$ cat config.mk
export PLATFORM = sky130hd
export DESIGN_NAME = ipc_controller
export DESIGN_NICKNAME = d
export VERILOG_FILES = /design/src/include/ipc_pkg.sv /design/src/include/ipc_req_if.sv /design/src/core/ipc_arbiter.sv /design/src/core/ipc_controller.sv
export SDC_FILE = /design/constraint.sdc
export NUM_CORES = 1
export LEC_CHECK = 0
export ABC_CLOCK_PERIOD_IN_PS = 3100
export BUFFER_PORTS_ARGS = -buffer_cell sky130_fd_sc_hd__buf_2
export CORE_ASPECT_RATIO = 0.7
export CORE_MARGIN = 2
export CORE_UTILIZATION = 41
export DETAILED_ROUTE_END_ITERATION = 12
export GPL_TIMING_DRIVEN = 0
export HOLD_SLACK_MARGIN = 0.05
export PLACE_DENSITY = 0.86
export SETUP_SLACK_MARGIN = 0.4
export SLEW_MARGIN = 20
export SYNTH_ARGS = -nofsm -noshare
export SYNTH_HDL_FRONTEND = slang
export SYNTH_SLANG_ARGS = --single-unit
$ cat constraint.sdc
create_clock -name clock -period 3.1 [get_ports clock]
set_clock_uncertainty 0.15 [all_clocks]
set_input_delay 0.31 -clock clock [delete_from_list [all_inputs] [get_ports clock]]
set_output_delay 0.31 -clock clock [all_outputs]
set_load 0.1 [all_outputs]
$ cat src/include/ipc_pkg.sv
// Constants, vector addresses and the arbitration level type of the interrupt priority controller.
// Assumes the core presents raw flags and register images synchronous to the one core clock.
package ipc_pkg;

	localparam int NUM_SRC = 16;
	localparam int LVL_W   = 2;

	// Arbitration levels, lowest first.
	typedef enum logic [1:0] {
		IPC_LVL_NONE,
		IPC_LVL_LOW,
		IPC_LVL_HIGH,
		IPC_LVL_PFAIL
	} ipc_level_t;

	// Register bit positions.
	localparam int WD_PFAIL_EN_BIT   = 5;
	localparam int WD_PFAIL_FLAG_BIT = 4;
	localparam int WD_WDT_FLAG_BIT   = 3;
	localparam int UART0_ENABLE_BIT  = 4;
	localparam int UART0_RX_BIT      = 0;
	localparam int UART0_TX_BIT      = 1;
	localparam int CONV_EOC_BIT      = 6;
	localparam int TWOWIRE_FLAG_BIT  = 4;
	localparam int PMBUF_FULL_BIT    = 1;
	localparam int EXT_TWOWIRE1_BIT  = 0;
	localparam int EXT_CONV_BIT      = 1;
	localparam int EXT_TWOWIRE2_BIT  = 2;
	localparam int EXT_PMBUF1_BIT    = 4;
	localparam int EXT_PMBUF2_BIT    = 7;

	// Source index = natural rank minus one.
	localparam int SRC_PFAIL  = 0;
	localparam int SRC_UART0  = 5;
	localparam int SRC_TWI1   = 8;
	localparam int SRC_CONV   = 9;
	localparam int SRC_TWI2   = 10;
	localparam int SRC_PMBUF1 = 12;
	localparam int SRC_PMBUF2 = 15;

	localparam logic [7:0] VEC_IDLE = 8'h00;
	localparam logic [7:0] VEC_TABLE [NUM_SRC] = '{
		8'h33, 8'h03, 8'h0b, 8'h13, 8'h1b, 8'h23, 8'h2b, 8'h3b,
		8'h43, 8'h4b, 8'h53, 8'h5b, 8'h63, 8'h6b, 8'h73, 8'h7b
	};

	localparam logic [3:0] RANK_NONE = 4'h0;

endpackage

$ cat src/include/ipc_req_if.sv
// Carrier of the qualified request and priority vectors between the main block and its arbiter.
// Assumes both ends share the core clock.
`timescale 1ns/10ps
interface ipc_req_if;
	logic [15:0] pending;
	logic [15:0] highSel;
	logic        winValid;
	logic [3:0]  winIdx;
	ipc_pkg::ipc_level_t winLevel;

	modport ctrl (output pending, output highSel, input winValid, input winIdx, input winLevel);
	modport arb  (input pending, input highSel, output winValid, output winIdx, output winLevel);
endinterface

$ cat src/core/ipc_arbiter.sv
// Combinational three-level arbiter with fixed natural order inside each level.
// Assumes source 0 is power-fail and its request is already gated by its enable.
`timescale 1ns/10ps
module ipc_arbiter (
	ipc_req_if.arb rq
);

	// Lowest set index wins; index order equals natural rank order.
	function automatic logic [4:0] ipc_first(input logic [15:0] v);
		logic [4:0] r;
		r = 5'h00;
		for (int i = ipc_pkg::NUM_SRC - 1; i >= 0; i--) begin
			if (v[i]) begin
				r = {1'b1, 4'(i)};
			end
		end
		return r;
	endfunction

	wire [15:0] hiReq = rq.pending & rq.highSel;
	wire [15:0] loReq = rq.pending & ~rq.highSel;
	wire [4:0]  hiPick = ipc_first(hiReq);
	wire [4:0]  loPick = ipc_first(loReq);
	wire        pfReq  = rq.pending[ipc_pkg::SRC_PFAIL];

	assign rq.winValid = pfReq | hiPick[4] | loPick[4];
	assign rq.winIdx   = pfReq ? 4'(ipc_pkg::SRC_PFAIL) : (hiPick[4] ? hiPick[3:0] : loPick[3:0]);
	assign rq.winLevel = pfReq ? ipc_pkg::IPC_LVL_PFAIL :
	                     hiPick[4] ? ipc_pkg::IPC_LVL_HIGH :
	                     loPick[4] ? ipc_pkg::IPC_LVL_LOW : ipc_pkg::IPC_LVL_NONE;

endmodule

$ cat src/core/ipc_controller.sv
// Interrupt priority controller: qualifies fourteen sources in sixteen rank slots (ranks 2 and 3 tied off), arbitrates, tracks in-service level.
// Assumes register images and flags are synchronous inputs; core pulses ack and return.
//
// Notes on behaviour
// - Fourteen sources are accepted (ranks 2 and 3 are tied to zero) and arbitrated over three levels.
// - Enabled power-fail always wins and vectors to 33h; enable bit 5, flag bit 4.
// - Every other source picks high or low level by its own priority bit.
// - Among equal-level pending requests, the smallest natural rank wins.
// - Added sources rank below the classic seven, power-fail excepted.
// - Serial port 0 request is transmit OR receive; 23h, rank 6, enable/priority bit 4.
// - Converter end-of-conversion: 4Bh, rank 10, flag bit 6, extended bit 1.
// - Two-wire port one: 43h, rank 9, control flag bit 4, extended bit 0.
// - Two-wire port two: 53h, rank 11, control flag bit 4, extended bit 2.
// - Buffer one input-full: 63h, rank 13, status bit 1, extended bit 4.
// - Buffer two input-full: 7Bh, rank 16, status bit 1, extended bit 7.
`timescale 1ns/10ps
module ipc_controller (
	input  wire logic        clock,
	input  wire logic        arst_n,
	input  wire logic [7:0]  watchdog_control_reg,
	input  wire logic [7:0]  main_irq_enable_reg,
	input  wire logic [7:0]  main_irq_priority_reg,
	input  wire logic [7:0]  extended_irq_enable_reg,
	input  wire logic [7:0]  extended_irq_priority_reg,
	input  wire logic        uart0_tx_done_flag,
	input  wire logic        uart0_rx_done_flag,
	input  wire logic [7:0]  converter_control_reg_one,
	input  wire logic [7:0]  twowire_one_control_reg,
	input  wire logic [7:0]  twowire_two_control_reg,
	input  wire logic [7:0]  pm_buffer_one_status_reg,
	input  wire logic [7:0]  pm_buffer_two_status_reg,
	input  wire logic [5:0]  otherFlags,
	input  wire logic        irqAck,
	input  wire logic        irqReturn,
	output logic             irqRequest,
	output logic [7:0]       irqVector,
	output logic [1:0]       activeLevel
);

	////////////////////////////////////////////////////////////////////////////
	// Source qualification.

	ipc_req_if rq ();

	logic [15:0] flags;
	logic [15:0] enables;
	wire         globalEn = main_irq_enable_reg[7];
	wire         pfEn     = watchdog_control_reg[ipc_pkg::WD_PFAIL_EN_BIT];

	wire uart0Flag = uart0_tx_done_flag | uart0_rx_done_flag;

	// sixteen flags, added sources after rank 8; otherFlags feed sources without own ports.
	// converter flag. two-wire one. two-wire two. buffer one. buffer two.
	assign flags = {
		pm_buffer_two_status_reg[ipc_pkg::PMBUF_FULL_BIT],
		watchdog_control_reg[ipc_pkg::WD_WDT_FLAG_BIT],
		otherFlags[5],
		pm_buffer_one_status_reg[ipc_pkg::PMBUF_FULL_BIT],
		otherFlags[4],
		twowire_two_control_reg[ipc_pkg::TWOWIRE_FLAG_BIT],
		converter_control_reg_one[ipc_pkg::CONV_EOC_BIT],
		twowire_one_control_reg[ipc_pkg::TWOWIRE_FLAG_BIT],
		otherFlags[3],
		otherFlags[2],
		uart0Flag,
		otherFlags[1:0],
		2'b00,
		watchdog_control_reg[ipc_pkg::WD_PFAIL_FLAG_BIT]
	};

	// enable gating; power-fail bypasses the global enable so it always wins.
	// Ranks 2 to 8 take main enable bits 0 to 6, ranks 9 to 16 the extended enable byte.
	assign enables = {extended_irq_enable_reg & {8{globalEn}}, main_irq_enable_reg[6:0] & {7{globalEn}}, pfEn};

	assign rq.highSel = {extended_irq_priority_reg, main_irq_priority_reg[6:0], 1'b1};
	assign rq.pending = flags & enables;

	ipc_arbiter uArb (
		.rq (rq.arb)
	);

	////////////////////////////////////////////////////////////////////////////
	// In-service tracking, one bit per level: bit 0 low, bit 1 high, bit 2 power-fail.
	// A mask replaces a short stack: after low, high and power-fail nest, the low handler is still known.

	logic [2:0]          inSvc_r;
	logic [2:0]          inSvc_nxt;
	ipc_pkg::ipc_level_t curLvl;

	// Highest level whose handler is still in service.
	function automatic ipc_pkg::ipc_level_t ipc_top(input logic [2:0] m);
		ipc_pkg::ipc_level_t l;
		l = ipc_pkg::IPC_LVL_NONE;
		if (m[0]) begin
			l = ipc_pkg::IPC_LVL_LOW;
		end
		if (m[1]) begin
			l = ipc_pkg::IPC_LVL_HIGH;
		end
		if (m[2]) begin
			l = ipc_pkg::IPC_LVL_PFAIL;
		end
		return l;
	endfunction

	// In-service bit of one level; the idle level owns none.
	function automatic logic [2:0] ipc_lvl_bit(input ipc_pkg::ipc_level_t l);
		logic [2:0] b;
		unique case (l)
			ipc_pkg::IPC_LVL_NONE:  b = 3'h0;
			ipc_pkg::IPC_LVL_LOW:   b = 3'h1;
			ipc_pkg::IPC_LVL_HIGH:  b = 3'h2;
			ipc_pkg::IPC_LVL_PFAIL: b = 3'h4;
		endcase
		return b;
	endfunction

	// Level now in service, the reference for any preemption.
	assign curLvl = ipc_top(inSvc_r);

	// preempt only above level in service.
	wire canPreempt = rq.winValid && (rq.winLevel > curLvl);
	wire takeAck    = irqAck && irqRequest;

	// push and pop. An ack wins over a return in the same cycle; a return clears only the top level.
	always_comb begin
		inSvc_nxt = inSvc_r;
		if (takeAck) begin
			inSvc_nxt = inSvc_r | ipc_lvl_bit(ipc_pkg::ipc_level_t'(activeLevel));
		end else if (irqReturn) begin
			inSvc_nxt = inSvc_r & ~ipc_lvl_bit(curLvl);
		end
	end

	// Level of the pending winner is latched with the vector so the ack uses a stable pair.
	always_ff @(posedge clock or negedge arst_n) begin
		if (!arst_n) begin
			inSvc_r     <= 3'h0;
			irqRequest  <= 1'b0;
			irqVector   <= ipc_pkg::VEC_IDLE;
			activeLevel <= 2'b00;
		end else begin
			inSvc_r     <= inSvc_nxt;
			irqRequest  <= canPreempt && !takeAck;
			irqVector   <= canPreempt ? ipc_pkg::VEC_TABLE[rq.winIdx] : ipc_pkg::VEC_IDLE;
			activeLevel <= takeAck ? 2'(ipc_top(inSvc_nxt)) : 2'(rq.winLevel);
		end
	end

	////////////////////////////////////////////////////////////////////////////
	// Checks. Vectors and bit places are written out as literals, so a slip in the tables is caught here.

	a_pfail_vector: assert property (@(posedge clock) disable iff (!arst_n)
		(rq.pending[ipc_pkg::SRC_PFAIL] && curLvl != ipc_pkg::IPC_LVL_PFAIL && !irqAck)
		|=> irqRequest && irqVector == 8'h33)
		else $error("Power-fail did not vector to 33h.");

	a_pfail_level: assert property (@(posedge clock) disable iff (!arst_n)
		(rq.pending[ipc_pkg::SRC_PFAIL] && !irqAck) |=> activeLevel == 2'h3)
		else $error("Power-fail not shown at the top level.");

	a_pfail_gate: assert property (@(posedge clock) disable iff (!arst_n)
		rq.pending[0] == (watchdog_control_reg[5] && watchdog_control_reg[4]))
		else $error("Power-fail request does not follow its flag and enable.");

	a_high_level: assert property (@(posedge clock) disable iff (!arst_n)
		(!irqAck && !rq.pending[0] && (rq.pending[15:1] & rq.highSel[15:1]) != 15'h0000)
		|=> activeLevel == 2'h2)
		else $error("High-level request not shown at the high level.");

	a_rank_order: assert property (@(posedge clock) disable iff (!arst_n)
		(rq.winValid && rq.winLevel == ipc_pkg::IPC_LVL_LOW)
		|-> rq.pending[rq.winIdx] &&
		((rq.pending & ~rq.highSel & ((16'h0001 << rq.winIdx) - 16'h0001)) == 16'h0000))
		else $error("Low-level winner is not the smallest pending rank.");

	a_added_rank: assert property (@(posedge clock) disable iff (!arst_n)
		(rq.winValid && rq.winLevel == ipc_pkg::IPC_LVL_LOW &&
		(rq.pending[7:1] & ~rq.highSel[7:1]) != 7'h00) |-> rq.winIdx < 4'h8)
		else $error("Added source beat a classic source.");

	a_serial_or: assert property (@(posedge clock) disable iff (!arst_n)
		rq.pending[5] == ((uart0_tx_done_flag || uart0_rx_done_flag) &&
		main_irq_enable_reg[7] && main_irq_enable_reg[4]))
		else $error("Serial request is not transmit or receive.");

	a_uart_vector: assert property (@(posedge clock) disable iff (!arst_n)
		(rq.winValid && rq.winIdx == 4'(ipc_pkg::SRC_UART0) && canPreempt)
		|=> irqVector == 8'h23)
		else $error("Serial vector wrong.");

	a_conv_vector: assert property (@(posedge clock) disable iff (!arst_n)
		(canPreempt && rq.winIdx == 4'(ipc_pkg::SRC_CONV)) |=> irqVector == 8'h4b)
		else $error("Converter vector wrong.");

	a_twi_one: assert property (@(posedge clock) disable iff (!arst_n)
		(canPreempt && rq.winIdx == 4'(ipc_pkg::SRC_TWI1)) |=> irqVector == 8'h43)
		else $error("Two-wire one vector wrong.");

	a_twi_two: assert property (@(posedge clock) disable iff (!arst_n)
		(canPreempt && rq.winIdx == 4'(ipc_pkg::SRC_TWI2)) |=> irqVector == 8'h53)
		else $error("Two-wire two vector wrong.");

	a_pmbuf_one: assert property (@(posedge clock) disable iff (!arst_n)
		(canPreempt && rq.winIdx == 4'(ipc_pkg::SRC_PMBUF1)) |=> irqVector == 8'h63)
		else $error("Buffer one vector wrong.");

	a_pmbuf_two: assert property (@(posedge clock) disable iff (!arst_n)
		(canPreempt && rq.winIdx == 4'(ipc_pkg::SRC_PMBUF2)) |=> irqVector == 8'h7b)
		else $error("Buffer two vector wrong.");

	a_no_same_level: assert property (@(posedge clock) disable iff (!arst_n)
		(rq.winLevel <= curLvl) |=> !irqRequest)
		else $error("Same-level preemption.");

	a_gate_enable: assert property (@(posedge clock) disable iff (!arst_n)
		(rq.pending == 16'h0000) |=> !irqRequest)
		else $error("Request without enabled flag.");

	a_global_gate: assert property (@(posedge clock) disable iff (!arst_n)
		!main_irq_enable_reg[7] |-> rq.pending[15:1] == 15'h0000)
		else $error("Request passed a cleared global enable.");

	a_ack_drops: assert property (@(posedge clock) disable iff (!arst_n)
		takeAck |=> !irqRequest)
		else $error("Request still shown after its acknowledge.");

	a_low_kept: assert property (@(posedge clock) disable iff (!arst_n)
		(inSvc_r[0] && (inSvc_r[2:1] != 2'h0 || !irqReturn)) |=> inSvc_r[0])
		else $error("Low handler lost while still in service.");

	// Main scenarios: power-fail, nesting, nested return and high over an active low handler.
	c_pfail: cover property (@(posedge clock) disable iff (!arst_n) irqRequest && irqVector == 8'h33);
	c_nested: cover property (@(posedge clock) disable iff (!arst_n)
		curLvl == ipc_pkg::IPC_LVL_LOW ##1 takeAck);
	c_return: cover property (@(posedge clock) disable iff (!arst_n) irqReturn && inSvc_r[1] && inSvc_r[0]);
	c_high_over_low: cover property (@(posedge clock) disable iff (!arst_n)
		irqRequest && activeLevel == 2'h2 && inSvc_r[0]);

endmodule

==> flow_summary.ini <==
[status]
status = completed

[placement]
dpl_cell_area_mm2 = 0.00154
portBuffers = 55
gp_congestion = 0.918
dpl.hpwl_um = 2790
pre_cts_slack_ns = -0.464

[worst_hold_path]
min_from = irqAck
holdPathEnd = irqRequest
hp-class = in2reg
whs_path_depth = 2

[power_and_ir_drop]
comb_power_share_pct = 73.1
peakVddDrop_mv = 0.560
p_switching_uw = 814
power.density_mw_per_mm2 = 823
p_int_uw = 690
p_leak_uw = 0.000911
seq_power_share_pct = 16.9
clockPowerShare_pct = 10.0
swShare_pct = 54.1

[die]
ioPinCount = 103
fp-row-count = 16
die-area_mm2 = 0.00338
coreArea_mm2 = 0.00278
die-height_um = 49.2
start_util_pct = 43.1
fp.dieW_um = 68.6

[finish]
area_delta_synth_final_pct = 52.5
final_cell_mix = 54 x buf_2, 18 x buf_4, 16 x nand4_1
final_common_cell = buf_2
finalNetCount = 333
drive_above_1_share_pct = 42.3
finalInstanceArea_mm2 = 0.00183
antenna-diode-count = 0

[route]
ant_nets = 0
wire_per_inst_um = 15.2
drtPass1Iterations = 5
wirelength_um = 4090
via_count = 1603
drc_errors = 0
drt-initial-drc-count = 74
viasPerCell = 5.94

[timing]
rsz0062_at_grt = yes
layout_setup_ws_ns = 0.0531
worst_pin_slew_ns = 0.672
period_minus_slack_ns = 3.05
finalCritPeriodShare_pct = 98.3
clock.fmax_ghz = 0.328
report.final.slew_viol_count = 0
hold_viol_final = 0
slew_headroom_pct = 54.0
finalSetupViolations = 0

[synth]
syn_area_per_cell_um2 = 7.73
ys_types = 42
synth_area_mm2 = 0.00120
ys_warn_count = 0
ys_seq_area_share_pct = 23.0
synth-seq-cells = 11
synthCells = 155

[setup_path]
timing.rr.start = inSvc_r[2]
reg2reg_slack_ns = 1.24
crit_required_ns = 3.07
setup.worst_path.end_class = flip-flop
worstPathArrival_ns = 3.02
critPathKind = in2reg
r2r_cells = 7
crit_path_start_kind = input port
regToRegEndpoint = irqVector[3]
cp_max_fo = 5

[clocking]
cts_tree = yes
clock_latency_ns = 0.25
htree_levels = 1
path_clk_slew_ns = 0.04
clock_sinks = 11
cts_buffers = 3
cts_buffer_depth = 2
cts_root_buffer = clkbuf_8

[global_route]
grt_max_degree = 12
gr-total-overflow = 0
grt_use_total_pct = 23.2
grt_antenna_before_repair = 0
grt_pass1_wl_um = 5780
grt_pass1_vias = 1315

[flow_run]
drv_cap = 0
## power by group through the flow
stage | clock [µW] | combinational (µW) | sequential [µW]
after floorplan | 0 | 366 | 547
after global placement | 0 | 810 | 244
after detailed placement | 0 | 820 | 247
after CTS | 149 | 970 | 246
after global routing | 161 | 1160 | 262
final | 150 | 1100 | 255
## cell families (layout without fill, tap and decap cells)
group           count (synthesis)  in the layout  synth area share (%)
compound gates                 45             45                  25.3
xor+xnor                        1              1                 0.731
fa+ha+maj                       6              6                  6.26
buf+inv                        15             93                  5.95
flops                          11             11                  23.0
mux                             1              1                 0.835
other cells                     1              2                 0.313
simple gates                   75             75                  37.7
## sequential cells by signal, summed over array words and instances, names as in the netlist
| signal | flops |
|---|---|
| inSvc_r | 3 |
| activeLevel | 2 |
| irqVector | 5 |
| irqRequest | 1 |
## area by class of cell
class	instances	area (µm²)
Fill cell	233	955
Multi-Input combinational cell	130	945
Timing Repair Buffer	74	442
Sequential cell	11	275
Clock buffer	4	45.0
Tap cell	36	45.0
Buffer	6	42.5
Inverter	9	33.8
## through the flow
step	power [µW]	std cells	hold WS (ns)	TNS, ns	utilization [%]
6_report	1500	270	0.151	0	65.7
5_1_grt	1580	270	0.149	-0.00734	65.7
4_1_cts	1370	267	0.113	0	63.5
3_5_place_dp	1070	247	0.0375	-1.75	55.4
3_3_place_gp	1050	247	0.0350	-1.25	55.4
2_1_floorplan	913	156	-0.136	0	-
## worst max-delay path, cell delays in order
cell	delay, ns
buf_8	0.10
and4b_1	0.23
or4_4	0.52
or4_4	0.44
or3b_4	0.41
a21oi_4	0.17
ha_4	0.15
inv_2	0.04
a21oi_4	0.15
a21oi_4	0.05
o21ai_4	0.10
nor2_2	0.08
a32o_1	0.27
## worst max path at each step
stage	end	cells past startpoint	startpoint
final	irqVector[3]	13	main_irq_enable_reg[7]
after global routing	irqVector[3]	13	main_irq_enable_reg[7]
after CTS	irqVector[3]	13	main_irq_enable_reg[7]
after detailed placement	irqVector[3]	13	main_irq_enable_reg[7]
after global placement	irqVector[3]	13	main_irq_enable_reg[7]
after floorplan	irqVector[3]	12	main_irq_enable_reg[7]
## routing by layer
metal | routed length [µm] | track usage (%) | share of wire (%) | up-vias
met5 | 0 | 0 | 0 | -
met4 | 72 | 6.33 | 1.8 | 0
met3 | 432 | 4.85 | 11 | 11
met2 | 1840 | 36.4 | 45 | 108
met1 | 1750 | 31.8 | 43 | 717
li1 | - | - | - | 767
## cell usage after synthesis (all sizes together)
master | count | share of area (%)
mux2i | 1 | 0.84
nor3 | 2 | 0.84
a211oi | 2 | 1.3
nor4 | 3 | 1.6
o21bai | 1 | 0.63
dfrtp | 11 | 23
xnor2 | 1 | 0.73
nand4 | 16 | 8.4
ha | 6 | 6.3
conb | 1 | 0.31
and3 | 1 | 0.52
and2 | 2 | 1.0
nand2 | 15 | 4.7
a21o | 3 | 1.9
a31oi | 2 | 1.0
o211ai | 2 | 1.3
o221ai | 2 | 1.5
a311oi | 1 | 0.73
o21ai | 10 | 5.1
a2111oi | 1 | 0.73
or3b | 1 | 0.94
and4b | 6 | 5.3
nor2 | 12 | 4.0
nand2b | 1 | 0.52
clkbuf | 2 | 0.63
o2111ai | 1 | 0.73
a21boi | 1 | 0.63
or2 | 1 | 0.52
a32o | 2 | 1.7
or4 | 3 | 1.9
nand3 | 4 | 1.7
a21oi | 13 | 5.4
o21a | 2 | 1.3
and4 | 3 | 2.2
a31o | 1 | 0.73
inv | 9 | 2.8
nand4b | 5 | 3.7
buf | 4 | 2.5
o311ai | 1 | 0.73
## timing repair
| action | CTS | global route |
|---|---|---|
| endpoints found under the setup margin | 6 | 7 |
| cloned | 0 | 0 |
| pin swaps | 1 | 2 |
| setup buffers | 15 | 3 |
| resized for setup | 16 | 6 |
| hold buffers | 1 | 0 |
| endpoints found under the hold margin | 11 | 0 |
Power figures use the tool's default switching activity.
